<file path="src/rtl/itc_pkg.sv">
// Package for the isochronous transmit context control block.
// Assumes a 32-bit classic Wishbone slave port and eight contexts.
package itc_pkg;
    // Per-context register stride and set/clear word offsets; shared interrupt status/mask addresses.
    localparam logic [7:0] CTX_STRIDE    = 8'h10;
    localparam logic [7:0] OFS_SET       = 8'h00;
    localparam logic [7:0] OFS_CLR       = 8'h04;
    localparam logic [7:0] OFS_INT_STAT  = 8'h80;
    localparam logic [7:0] OFS_INT_MASK  = 8'h84;
    // Field positions of the context control word.
    localparam int BIT_SOC_EN  = 31;
    localparam int TGT_HI      = 30;
    localparam int TGT_LO      = 16;
    localparam int BIT_RUN     = 15;
    localparam int BIT_WAKE    = 12;
    localparam int BIT_DEAD    = 11;
    localparam int BIT_ACTIVE  = 10;
    localparam int CODE_HI     = 4;
    localparam int CODE_LO     = 0;
    // Mask of bits software may set or clear.
    localparam logic [31:0] SW_MASK = 32'hFFFF_9000;
    // Reset values.
    localparam logic [31:0] CTRL_RESET = 32'h0000_0000;
    // Completion codes.
    localparam logic [4:0] EVT_TIMEOUT = 5'h0A;
    // Overflow cycle skips tolerated before the context is dead.
    localparam logic [2:0] MAX_SKIPS = 3'h7;
    // Interrupt status bit for the fatal error event.
    localparam int BIT_FATAL_IRQ = 24;
    // Number of contexts.
    localparam int N_CTX = 8;
endpackage

</file>
<file path="src/rtl/itc_ctx.sv">
// One isochronous transmit context control register and its state.
// Assumes engine strobes are one-cycle pulses synchronous to clk_i.
`timescale 1ns/1ns
module itc_ctx
(
    input  wire logic        clk_i,
    input  wire logic        rst_i,
    input  wire logic        soft_rst_i,
    input  wire logic        set_we_i,
    input  wire logic        clr_we_i,
    input  wire logic [31:0] wdata_i,
    input  wire logic [14:0] cycle_now_i,
    input  wire logic        cycle_start_i,
    input  wire logic        fetch_i,
    input  wire logic        busy_i,
    input  wire logic        fatal_i,
    input  wire logic        last_done_i,
    input  wire logic [4:0]  last_code_i,
    input  wire logic        overflow_i,
    output logic [31:0]      ctrl_o,
    output logic             go_o,
    output logic             dead_evt_o
);
    logic        soc_q;
    logic [14:0] tgt_q;
    logic        run_q;
    logic        wake_q;
    logic        dead_q;
    logic        act_q;
    logic [4:0]  code_q;
    logic [2:0]  skip_q;
    logic        go_q;
    logic        any_rst;
    logic        match;
    logic        kill;

    assign any_rst = rst_i | soft_rst_i;
    // Match the timer value present in the same clock as the cycle start pulse.
    assign match   = cycle_start_i && (cycle_now_i == tgt_q);
    // Too many overflow skips is treated as fatal.
    assign kill    = fatal_i | (overflow_i && run_q && skip_q == itc_pkg::MAX_SKIPS);

    // run only by software or reset.
    always_ff @(posedge clk_i)
    begin
        if (any_rst)
            run_q <= 1'b0;
        else if (set_we_i && wdata_i[itc_pkg::BIT_RUN])
            run_q <= 1'b1;
        else if (clr_we_i && wdata_i[itc_pkg::BIT_RUN])
            run_q <= 1'b0;
    end

    always_ff @(posedge clk_i)
    begin
        if (any_rst)
            tgt_q <= 15'h0000;
        else if (set_we_i)
            tgt_q <= tgt_q | wdata_i[itc_pkg::TGT_HI:itc_pkg::TGT_LO];
        else if (clr_we_i)
            tgt_q <= tgt_q & ~wdata_i[itc_pkg::TGT_HI:itc_pkg::TGT_LO];
    end

    // auto clear enable; hardware clear wins once active.
    always_ff @(posedge clk_i)
    begin
        if (any_rst)
            soc_q <= 1'b0;
        else if (act_q)
            soc_q <= 1'b0;
        else if (set_we_i && wdata_i[itc_pkg::BIT_SOC_EN])
            soc_q <= 1'b1;
        else if (clr_we_i && wdata_i[itc_pkg::BIT_SOC_EN])
            soc_q <= 1'b0;
    end

    always_ff @(posedge clk_i)
    begin
        if (any_rst || !run_q)
            go_q <= 1'b0;
        else if (!soc_q || match)
            go_q <= 1'b1;
    end

    // wake cleared on fetch; a set in the same cycle wins.
    always_ff @(posedge clk_i)
    begin
        if (any_rst)
            wake_q <= 1'b0;
        else if (set_we_i && wdata_i[itc_pkg::BIT_WAKE])
            wake_q <= 1'b1;
        else if (fetch_i || (clr_we_i && wdata_i[itc_pkg::BIT_WAKE]))
            wake_q <= 1'b0;
    end

    // dead on fatal error, cleared when run drops.
    always_ff @(posedge clk_i)
    begin
        if (any_rst)
            dead_q <= 1'b0;
        else if (kill && run_q)
            dead_q <= 1'b1;
        else if (!run_q)
            dead_q <= 1'b0;
    end

    always_ff @(posedge clk_i)
    begin
        if (any_rst)
            act_q <= 1'b0;
        else
            act_q <= busy_i && go_q && run_q && !dead_q;
    end

    always_ff @(posedge clk_i)
    begin
        if (any_rst)
            code_q <= 5'h00;
        else if (kill && run_q && !fatal_i)
            code_q <= itc_pkg::EVT_TIMEOUT;
        else if (last_done_i)
            code_q <= last_code_i;
    end

    always_ff @(posedge clk_i)
    begin
        if (any_rst || !run_q)
            skip_q <= 3'h0;
        else if (overflow_i && skip_q != itc_pkg::MAX_SKIPS)
            skip_q <= skip_q + 3'h1;
    end

    // Fatal event pulse toward the interrupt status.
    always_ff @(posedge clk_i)
    begin
        if (any_rst)
            dead_evt_o <= 1'b0;
        else
            dead_evt_o <= kill && run_q && !dead_q;
    end

    assign ctrl_o = {soc_q, tgt_q, run_q, 2'b00, wake_q, dead_q, act_q, 5'b00000, code_q};
    assign go_o   = go_q && run_q && !dead_q;
endmodule

</file>
<file path="src/rtl/itc_top.sv">
// Isochronous transmit context control bank with a Wishbone slave.
// Assumes the descriptor engine and cycle timer share clk_i.
//
// Decided for this implementation: the address map and the Wishbone register port.
`timescale 1ns/1ns

////////////////////////////////////////////////////////////////////////////////
// How it works
// - With start-on-cycle enabled, a context transmits first in the target cycle.
// - The 15-bit target holds two seconds bits over the 13-bit cycle count.
// - The match uses the timer at the latest cycle start; work may begin early.
// - The start-on-cycle enable clears itself once the context is active.
// - Hardware changes run only on hardware or software reset.
// - Bits 14 to 13 and 9 to 5 read as zero.
// - Each descriptor fetch clears wake, except in a cycle where software also sets it.
// - A fatal error sets dead.
// - Dead clears when software clears run.
// - Active stays set while descriptors are processed.
// - After a last output command the completion code is written.
// - Up to seven overflow cycle skips are tolerated per running context.
// - Exceeding them sets dead, code timeout and the fatal event bit 24.
// - Eight independent contexts each own a control register.
module itc_top
#(
    parameter int N = itc_pkg::N_CTX
)
(
    input  wire logic          clk_i,
    input  wire logic          rst_i,
    input  wire logic          soft_rst_i,
    input  wire logic          cyc_i,
    input  wire logic          stb_i,
    input  wire logic          we_i,
    input  wire logic [7:0]    adr_i,
    input  wire logic [3:0]    sel_i,
    input  wire logic [31:0]   dat_i,
    input  wire logic [14:0]   cycle_now_i,
    input  wire logic          cycle_start_i,
    input  wire logic [N-1:0]  fetch_i,
    input  wire logic [N-1:0]  busy_i,
    input  wire logic [N-1:0]  fatal_i,
    input  wire logic [N-1:0]  last_done_i,
    input  wire logic [4:0]    last_code_i,
    input  wire logic [N-1:0]  overflow_i,
    output logic [31:0]        dat_o,
    output logic               ack_o,
    output logic [N-1:0]       go_o,
    output logic               irq_o
);
    logic [31:0]  ctrl [N];
    logic [N-1:0] go_w;
    logic [N-1:0] evt_w;
    logic         req;
    logic [31:0]  wmask;
    logic [31:0]  stat_q;
    logic [31:0]  mask_q;
    logic [N-1:0] go_q;
    logic         irq_q;

    assign req   = cyc_i && stb_i && !ack_o;
    assign wmask = {{8{sel_i[3]}}, {8{sel_i[2]}}, {8{sel_i[1]}}, {8{sel_i[0]}}};

    ////////////////////////////////////////////////////////////////////////////
    // one instance per context.
    genvar g;
    generate
        for (g = 0; g < N; g++)
        begin : ctx
            logic hit_set;
            logic hit_clr;
            assign hit_set = req && we_i && adr_i == 8'(g) * itc_pkg::CTX_STRIDE + itc_pkg::OFS_SET;
            assign hit_clr = req && we_i && adr_i == 8'(g) * itc_pkg::CTX_STRIDE + itc_pkg::OFS_CLR;
            itc_ctx u_ctx
            (
                .clk_i         (clk_i),
                .rst_i         (rst_i),
                .soft_rst_i    (soft_rst_i),
                .set_we_i      (hit_set),
                .clr_we_i      (hit_clr),
                .wdata_i       (dat_i & wmask & itc_pkg::SW_MASK),
                .cycle_now_i   (cycle_now_i),
                .cycle_start_i (cycle_start_i),
                .fetch_i       (fetch_i[g]),
                .busy_i        (busy_i[g]),
                .fatal_i       (fatal_i[g]),
                .last_done_i   (last_done_i[g]),
                .last_code_i   (last_code_i),
                .overflow_i    (overflow_i[g]),
                .ctrl_o        (ctrl[g]),
                .go_o          (go_w[g]),
                .dead_evt_o    (evt_w[g])
            );
        end
    endgenerate

    ////////////////////////////////////////////////////////////////////////////
    // Bus acknowledge, one cycle after the request.
    always_ff @(posedge clk_i)
    begin
        if (rst_i)
            ack_o <= 1'b0;
        else
            ack_o <= req;
    end

    // Read mux; unmapped addresses read zero.
    always_ff @(posedge clk_i)
    begin
        if (rst_i)
            dat_o <= 32'h0000_0000;
        else if (req)
        begin
            dat_o <= 32'h0000_0000;
            if (adr_i == itc_pkg::OFS_INT_STAT)
                dat_o <= stat_q;
            else if (adr_i == itc_pkg::OFS_INT_MASK)
                dat_o <= mask_q;
            else if (adr_i < 8'(N) * itc_pkg::CTX_STRIDE && adr_i[3] == 1'b0)
                dat_o <= ctrl[adr_i[6:4]];
        end
    end

    // sticky fatal event, write one to clear, set wins.
    always_ff @(posedge clk_i)
    begin
        if (rst_i)
            stat_q <= itc_pkg::CTRL_RESET;
        else
        begin
            if (req && we_i && adr_i == itc_pkg::OFS_INT_STAT)
                stat_q <= stat_q & ~(dat_i & wmask);
            if (|evt_w)
                stat_q[itc_pkg::BIT_FATAL_IRQ] <= 1'b1;
        end
    end

    // Interrupt mask register.
    always_ff @(posedge clk_i)
    begin
        if (rst_i)
            mask_q <= itc_pkg::CTRL_RESET;
        else if (req && we_i && adr_i == itc_pkg::OFS_INT_MASK)
            mask_q <= (mask_q & ~wmask) | (dat_i & wmask);
    end

    // Registered outputs.
    always_ff @(posedge clk_i)
    begin
        if (rst_i)
        begin
            irq_q <= 1'b0;
            go_q  <= '0;
        end
        else
        begin
            irq_q <= |(stat_q & mask_q);
            go_q  <= go_w;
        end
    end

    assign irq_o = irq_q;
    assign go_o  = go_q;
endmodule

</file>
<file path="config.mk">
export PLATFORM = sky130hd
export DESIGN_NAME = itc_top
export DESIGN_NICKNAME = d
export VERILOG_FILES = /design/src/rtl/itc_pkg.sv /design/src/rtl/itc_ctx.sv /design/src/rtl/itc_top.sv
export SDC_FILE = /design/constraint.sdc
export NUM_CORES = 1
export LEC_CHECK = 0
export BUFFER_PORTS_ARGS = -buffer_cell sky130_fd_sc_hd__buf_2
export CAP_MARGIN = 40
export CORE_UTILIZATION = 31
export DETAILED_ROUTE_END_ITERATION = 8
export PLACE_DENSITY_LB_ADDON = 0.2
export SETUP_SLACK_MARGIN = 0.5
export SYNTH_ARGS = -nofsm -noshare
export SYNTH_HDL_FRONTEND = slang
export SYNTH_SLANG_ARGS = --single-unit
</file>
<file path="constraint.sdc">
create_clock -name clk_i -period 3.38 [get_ports clk_i]
set_clock_uncertainty 0.15 [all_clocks]
set_input_delay 0.169 -clock clk_i [delete_from_list [all_inputs] [get_ports clk_i]]
set_output_delay 0.169 -clock clk_i [all_outputs]
set_load 0.01 [all_outputs]
</file>
==> Word-level counts from Yosys, hierarchy flattened <==
Cells that the tools add are included.
{ "op_classes": {"n_eq_ne": 49, "n_addsub": 8, "n_lt_le_gt_ge": 2, "muxes": 104, "n_reduce_logical": 283, "n_bitwise": 35} }
{ "op_table": {"columns": ["op", "count"], "rows": [
  ["two-way mux 15 bit", 16],
  ["logical AND 1 bit", 166],
  ["two-way mux 32 bit", 5],
  ["AND 32 bit", 4],
  ["AND 15 bit", 8],
  ["== test 15 bit", 8],
  ["bitwise OR 15 bit", 8],
  ["binary-select mux 32 bit (select 3 bit)", 1],
  ["nonzero test 2 bit", 41],
  ["two-way mux 1 bit", 65],
  ["== test 8 x 7 -> 1 bit, second input constant", 8],
  ["two-way mux 4 bit", 16],
  ["inverter 32 bit", 2],
  ["zero test 1 bit", 33],
  ["== test 8 x 6 -> 1 bit, second input constant", 4],
  ["bitwise OR 32 bit", 1],
  ["OR reduction 2 bit", 16],
  ["OR reduction 32 bit", 1],
  ["two-way mux 25 bit", 1],
  ["adder 3 x 1 -> 3 bit, second input constant", 8],
  ["== test 3 bit, second input constant", 8],
  ["logical OR 1 bit", 24],
  ["!= test 3 bit, second input constant", 8],
  ["== test 8 x 5 -> 1 bit, second input constant", 2],
  ["11 further kinds", 27]
]} }
{ "word_totals": {"wordCells": 576, "inputBits": 111, "output_inout_bits": 42, "reg_bits": 346} }

==> Depth between registers and ports, before layout <==
Gate-level depths: netlist of run 1.
{ "depth": {"ltp_word": 8, "ltp_mapped": 7, "mapped_depth_nobuf": 5} }

==> By module <==
From an unflattened synthesis of run 1, not the netlist that was laid out.
{ "hier_totals": {"cells_unflattened": 2050, "hier_area_um2": 17616.9} }
{ "modules_own_cells": {"columns": ["mod", "cells_each", "n_inst", "area_each_um2"], "rows": [
  ["itc_ctx", 157, 8, 1375.1],
  ["itc_top", 794, 1, 6616.3]
]} }

==> Least setup slack after synthesis of run 1 <==
OpenSTA, ideal clock, no wires.
{ "synth_path": {"path_kind": "reg2reg", "from": "reg ack_o", "to": "reg with a tool-made name", "n_path_buf": 2, "setup_time_ps": 86, "arrival_time_ps": 1828, "setup_slack_ps": 1317, "stages_incl_launch_ff": 7, "cell_sequence": "dfxtp_1 nand3b_2 buf_2 nor4_4 buf_4 a21oi_1 a211oi_1"} }
{ "synth_lines": {"columns": ["item", "line", "rtl"], "rows": [
  ["from (decl)", "itc_top.sv:46", "output logic ack_o,"],
  ["from (signal assigned)", "itc_top.sv:103", "ack_o <= req;"]
]} }

==> flow_summary.toml, run 1 <==
[run_status]
status = "finished, violations left"
failed_checks = "DRC"

[final_layout]
final_util = 0.388
fill_cells = 5283
diodes = 0
post_route_cells_drive_above_1_share = 0.169
nets = 2062
finalNonFillerCells = 2655
area_growth_pct = 23.1

[drt]
dr.first_iter.drc_count = 1534
route.detailed.drc = 26
routedWlPerCell_um = 23.0
vias_per_cell = 5.52
detailroute.via_count = 14667
wl_um = 61100
first_pass_iters = 7
final_antenna_net_count = 0

[grt]
grt_remaining_overflow = 0
grt_first_pass_wirelength_um = 91700
grt_antenna_before_repair = 3
vias_in_the_first_global_route = 14266
grt_use_total = 0.222
grt_start_max_net_pins = 94

[critical_path]
r2r_depth = 7
startpoint_type = "register"
crit_type = "register to register"
path_depth = 7
maximum_single_stage_delay_on_the_critical_path_ns = 0.61
critical-path-slowest-cell = "dlygate4sd3_1"
timing.critical_path.to_type = "register"
crit_buf_inv = 3
critPathRequiredTime_ns = 3.72
critical_path_arrival_ns = 3.01
timing.critical_path.mode_cell = "buf_4"
top_fanout_value_on_the_critical_path = 28
worst_path_dominant_cell_family = "buffers and inverters"
critical_path.cell_chain = "and3b_2 -> buf_4 -> and3_1 -> buf_4 -> nand4_1 -> dlygate4sd3_1 -> a21oi_1"

[cts]
insertion_delay_ns = 0.59
cts_post_setup_buffers_inserted = 0
clock-sinks = 346
number_of_cts_inserted_buffers = 40
ctsRootBufferMaster = "clkbuf_16"
cts_htree_levels = 2
worst_setup_hold_path_clk_slew_ns = 0.06
clock_tree_from_tritoncts = "built"
max-clock-path-buffers = 3

[place]
detailedPlacementHpwl_um = 43900
port_buffers = 152
dp.cells = 2457
gpl.final_weighted_congestion = 0.851

[floorplanning]
floorplan_die_area_um2 = 54600
io-pin-count = 153
start_util = 0.315
die_h_um = 234
number_of_cell_rows = 84
die-width_um = 234
core_area_um2 = 52800

[sta]
final_period_minus_worst_setup_slack_ns = 2.67
totalNegativeSetupSlack_ns = 0
timing.slew.headroom = 0.380
setup_repair_after_global_routing_missed_its_margin = "no"
finalHoldViolCount = 0
tightest_slew_ns = 0.930
slew_viol_final = 0
final_number_of_setup_violating_endpoints = 0
fin_crit_sh = 0.789
fmax_mhz = 375

[flow_run]
drv_cap = 0

[yosys]
synth_async_sr_flop_share = 0
syn_inst = 1758
synth.largest_area_cell = "dfxtp_1"
mappedNetlistNets = 1885
ys_types = 52
most_common_cell_in_the_synthesized_netlist = "dfxtp_1"
syn_area_per_cell_um2 = 9.46
synth_largest_type_area_fraction = 0.417
synth-warning-count = 0
synth-edff-count = 0
synth_ff_type = "dfxtp_1"
ys_ff_latch = 346
ys_top_cells_by_area = "dfxtp_1 (42%), mux4_2 (6.8%), xnor2_1 (6.7%)"
synth_top_cells_by_count = "dfxtp_1 (346), a21oi_1 (213), xnor2_1 (128)"
mappedNetlistArea_um2 = 16600
register_area_share_after_synthesis = 0.417

[power]
power.share.clock = 0.487
power.density_nw_per_um2 = 464
switching_share = 0.247
power_report.internal_total_mw = 7.15
power.net_switching_mw = 2.35
power.share.combinational = 0.081
max-vdd-ir-drop_uv = 295
total_leakage_power_nw = 7.13
power_frac_seq = 0.432

[worst_hold_path]
holdPathStages = 5
worstHoldPathType = "primary input to register"
-- worst min-delay path: stages --
cell and delay (ns):
buf_2 0.10, nor2_1 0.04, buf_4 0.22, o211ai_1 0.12
o31ai_1 0.07
-- stage by stage --
stage / power [mW] / area [um2] / setup slack (ns) / hold slack, ns
floorplan: 4.62 / 16600 / 1.32 / 0.107
global placement: 4.86 / 17800 / 0.878 / 0.209
detailed placement: 4.86 / 17800 / 0.870 / 0.216
CTS: 9.58 / 20500 / 0.559 / 0.00724
global route: 9.81 / 20500 / 0.600 / 0.0531
finish: 9.50 / 20500 / 0.712 / 0.0392
-- power groups by stage --
| stage | combinational [mW] | clock (mW) | sequential, mW |
|---|---|---|---|
| 6_report | 0.768 | 4.63 | 4.10 |
| 5_1_grt | 0.815 | 4.90 | 4.10 |
| 4_1_cts | 0.762 | 4.71 | 4.10 |
| 3_3_place_gp | 0.668 | 0 | 4.19 |
| 3_5_place_dp | 0.671 | 0 | 4.19 |
| 2_1_floorplan | 0.427 | 0 | 4.19 |
-- path summary, 6_finish.rpt --
path / start / endpoint / slack [ns]
worst max-delay path: ack_o / register / 0.71
worst min-delay path: soft_rst_i / register / 0.04
worst max register to register: ack_o / register / 0.71
worst min register to register: ctx[0].u_ctx.act_q / ctx[0].u_ctx.soc_q / 0.28
-- layout make-up --
| type | count | area [um2] | area share |
|---|---|---|---|
| repair buffers | 312 | 2290 | 0.112 |
| flip-flops and latches | 346 | 6930 | 0.338 |
| multi-input cells | 1211 | 8880 | 0.434 |
| well taps | 688 | 861 | 0.0421 |
| clock buffers | 55 | 1180 | 0.0575 |
| inverters | 24 | 90.1 | 0.00440 |
| clock inverters | 19 | 236 | 0.0116 |
-- cell usage in the layout (no fill, tap or decap), drive strengths merged, types with 34 or more instances in the layout --
cell | synthesis | layout
nand2b | 70 | 70
clkbuf | 118 | 55
nor3 | 42 | 42
mux4 | 50 | 50
a211oi | 124 | 124
dlygate4sd3 | 0 | 124
dfxtp | 346 | 346
a21oi | 213 | 213
buf | 59 | 188
mux2i | 72 | 72
o21ai | 34 | 34
xnor2 | 128 | 128
nand2 | 76 | 76
nand4 | 65 | 65
nor2 | 90 | 90
-- routing by layer --
layer | track usage | wire length (um)
met1 | 0.313 | 28300
met4 | 0.0635 | 1530
met2 | 0.353 | 27800
met3 | 0.0294 | 3360
met5 | 0 | 13
-- timing repair --
action / in CTS / in global routing
hold buffers: 124 / 0
endpoints found under the setup margin: 0 / 20
hold endpoints to repair: 167 / 0
resized for setup: 0 / 1
-- cells by family after synthesis --
| logic type | synth area share |
|---|---|
| and+or+nand+nor | 0.154 |
| buffers and inverters | 0.0498 |
| xor gates and xnor gates | 0.0674 |
| DFF | 0.417 |
| adders and majority gates | 0.0120 |
| muxes | 0.113 |
| AOI/OAI and AO/OA | 0.187 |
(Power assumes the default switching activity.)
==> run 2: changes to the inputs <==
- ABC_AREA: not set -> 1
- clock period: 3.38 -> 2.21 ns (I/O delays scaled with it)
==> flow_summary.toml, run 2 <==
[yosys]
ys_top_cells_by_area = "dfxtp_1 (39%), nand2_1 (13%), a21oi_1 (7.8%)"
synth_ff_type = "dfxtp_1"
mappedNetlistArea_um2 = 17700
register_area_share_after_synthesis = 0.391
mappedNetlistNets = 2797
syn_area_per_cell_um2 = 6.63
synth_largest_type_area_fraction = 0.391
synth.largest_area_cell = "dfxtp_1"
synth-warning-count = 0
synth_top_cells_by_count = "nand2_1 (599), dfxtp_1 (346), nor2_1 (283)"
syn_inst = 2670
ys_types = 43
ys_ff_latch = 346
synth_async_sr_flop_share = 0
most_common_cell_in_the_synthesized_netlist = "nand2_1"
synth-edff-count = 0

[cts]
worst_setup_hold_path_clk_slew_ns = 0.06
ctsRootBufferMaster = "clkbuf_16"
insertion_delay_ns = 0.58
number_of_cts_inserted_buffers = 43
cts_htree_levels = 2
max-clock-path-buffers = 3
clock_tree_from_tritoncts = "built"
clock-sinks = 346

[place]
dp.cells = 3486
placedInstanceArea_um2 = 19300
port_buffers = 152
detailedPlacementHpwl_um = 49100
detailedPlace.worstSlack_ns = 0.220
gpl.final_weighted_congestion = 0.909

[critical_path]
maximum_single_stage_delay_on_the_critical_path_ns = 0.33
timing.critical_path.to_type = "register"
critPathRequiredTime_ns = 2.52
critical_path.cell_chain = "nor2_4 -> nand2_8 -> nor2_8 -> nand3_4 -> clkbuf_16 -> nor3_1 -> nor2_1"
top_fanout_value_on_the_critical_path = 8
critical-path-slowest-cell = "dfxtp_2"
crit_type = "register to register"
crit_buf_inv = 1
critical_path_arrival_ns = 2.07
startpoint_type = "register"
worst_path_dominant_cell_family = "simple AND/OR/NAND/NOR gates"

[floorplanning]
die_h_um = 241
io-pin-count = 153
die-width_um = 241
floorplan_die_area_um2 = 58000
start_util = 0.314
core_area_um2 = 56400
number_of_cell_rows = 87

[sta]
final_number_of_setup_violating_endpoints = 0
fmax_mhz = 569
totalNegativeSetupSlack_ns = 0
timing.slew.headroom = 0.521
tightest_slew_ns = 0.719
timing.hold.ws_ns = 0.0493
fin_crit_sh = 0.796
final_period_minus_worst_setup_slack_ns = 1.76
finalHoldViolCount = 0
slew_viol_final = 0
setup_repair_after_global_routing_missed_its_margin = "yes"
timing.final.ws_setup_ns = 0.451

[drt]
dr.first_iter.drc_count = 1579
detailroute.via_count = 18735
final_antenna_net_count = 0
first_pass_iters = 7
routedWlPerCell_um = 18.9
highest_layer = "met4"
wl_um = 69400
met2_length_um = 33900
route.detailed.drc = 0
drt-met1-wl_um = 29200
vias_per_cell = 5.10
dr_wl_met3_um = 4080

[power]
power.share.clock = 0.478
max-vdd-ir-drop_uv = 527
total_leakage_power_nw = 9.09
power_report.internal_total_mw = 10.8
power.share.combinational = 0.091
design_power_total_mw = 14.6
power_frac_seq = 0.431
switching_share = 0.259
power.density_nw_per_um2 = 661
power.net_switching_mw = 3.79

[grt]
vias_in_the_first_global_route = 17669
grt_start_max_net_pins = 77
grt_antenna_before_repair = 2
grt_remaining_overflow = 0
grt_first_pass_wirelength_um = 102000
grt_use_total = 0.232

[final_layout]
mostFrequentLayoutCells = "nand2_1 (595), dfxtp_1 (345), nor2_1 (282)"
fill_cells = 6035
layout.cells.most_common = "nand2_1"
area_growth_pct = 24.9
finalNonFillerCells = 3675
nets = 3012
final_util = 0.392
post_route_cells_drive_above_1_share = 0.124
final_area_um2 = 22100

[flow_run]
drv_cap = 0

[worst_hold_path]
worstHoldPathType = "primary input to register"

[run_status]
status = "finished, final reports clean"
## run 2: cell families (layout without fill, tap and decap cells)
| kind of cell | Yosys count | after routing | share of synthesized area |
|---|---|---|---|
| fa+ha+maj | 16 | 16 | 0.0113 |
| buf+inv | 439 | 685 | 0.0968 |
| xor+xnor | 40 | 40 | 0.0198 |
| other cells | 0 | 2 | 0 |
| simple gates | 1259 | 1260 | 0.308 |
| compound gates | 570 | 570 | 0.173 |
| flops | 346 | 346 | 0.391 |
## run 2: path summary, 6_finish.rpt
check,start,end,cells past startpoint,slack (ns)
setup / recovery,ack_o,register,7,0.45
hold / removal,adr_i[5],ctx[4].u_ctx.wake_q,6,0.05
setup reg to reg,ack_o,register,7,0.45
hold reg to reg,ctx[7].u_ctx.act_q,ctx[7].u_ctx.soc_q,1,0.26
## run 2: power groups by stage
stage	logic, mW	registers (mW)	clock network, mW
floorplan	0.642	6.43	0
global placement	1.15	6.43	0
detailed placement	1.16	6.43	0
CTS	1.30	6.30	7.15
global route	1.43	6.30	7.41
finish	1.33	6.30	6.99
## run 2: what timing repair did
item | 4_1_cts | 5_1_grt
hold endpoints to repair | 271 | 1
hold buffers | 94 | 1
setup buffers | 5 | 3
setup endpoints to repair | 172 | 169
pin swaps | 4 | 6
gates resized for setup | 14 | 70
gates cloned | 1 | 6
## run 2: worst reg2reg max path, cell delays in order, from the launching register on
cell and delay, ns:
dfxtp_2 0.33, nor2_4 0.15, nand2_8 0.11, nor2_8 0.22
nand3_4 0.21, clkbuf_16 0.24, nor3_1 0.17, nor2_1 0.07
## run 2: layer usage
metal	global-route usage	vias to the layer above
met5	0	-
met4	0.0901	0
met3	0.0275	129
met2	0.406	618
met1	0.288	8824
li1	-	9164
## run 2: cell type report
| type | instances | area, um2 | area share |
|---|---|---|---|
| Sequential cell | 346 | 6930 | 0.313 |
| Clock buffer | 71 | 1300 | 0.0589 |
| Clock inverter | 6 | 70.1 | 0.00317 |
| Timing Repair Buffer | 325 | 2560 | 0.116 |
| Multi-Input combinational cell | 1886 | 9230 | 0.417 |
| Antenna cell | 2 | 5.00 | 0.000226 |
| Tap cell | 756 | 946 | 0.0428 |
| Inverter | 283 | 1070 | 0.0486 |
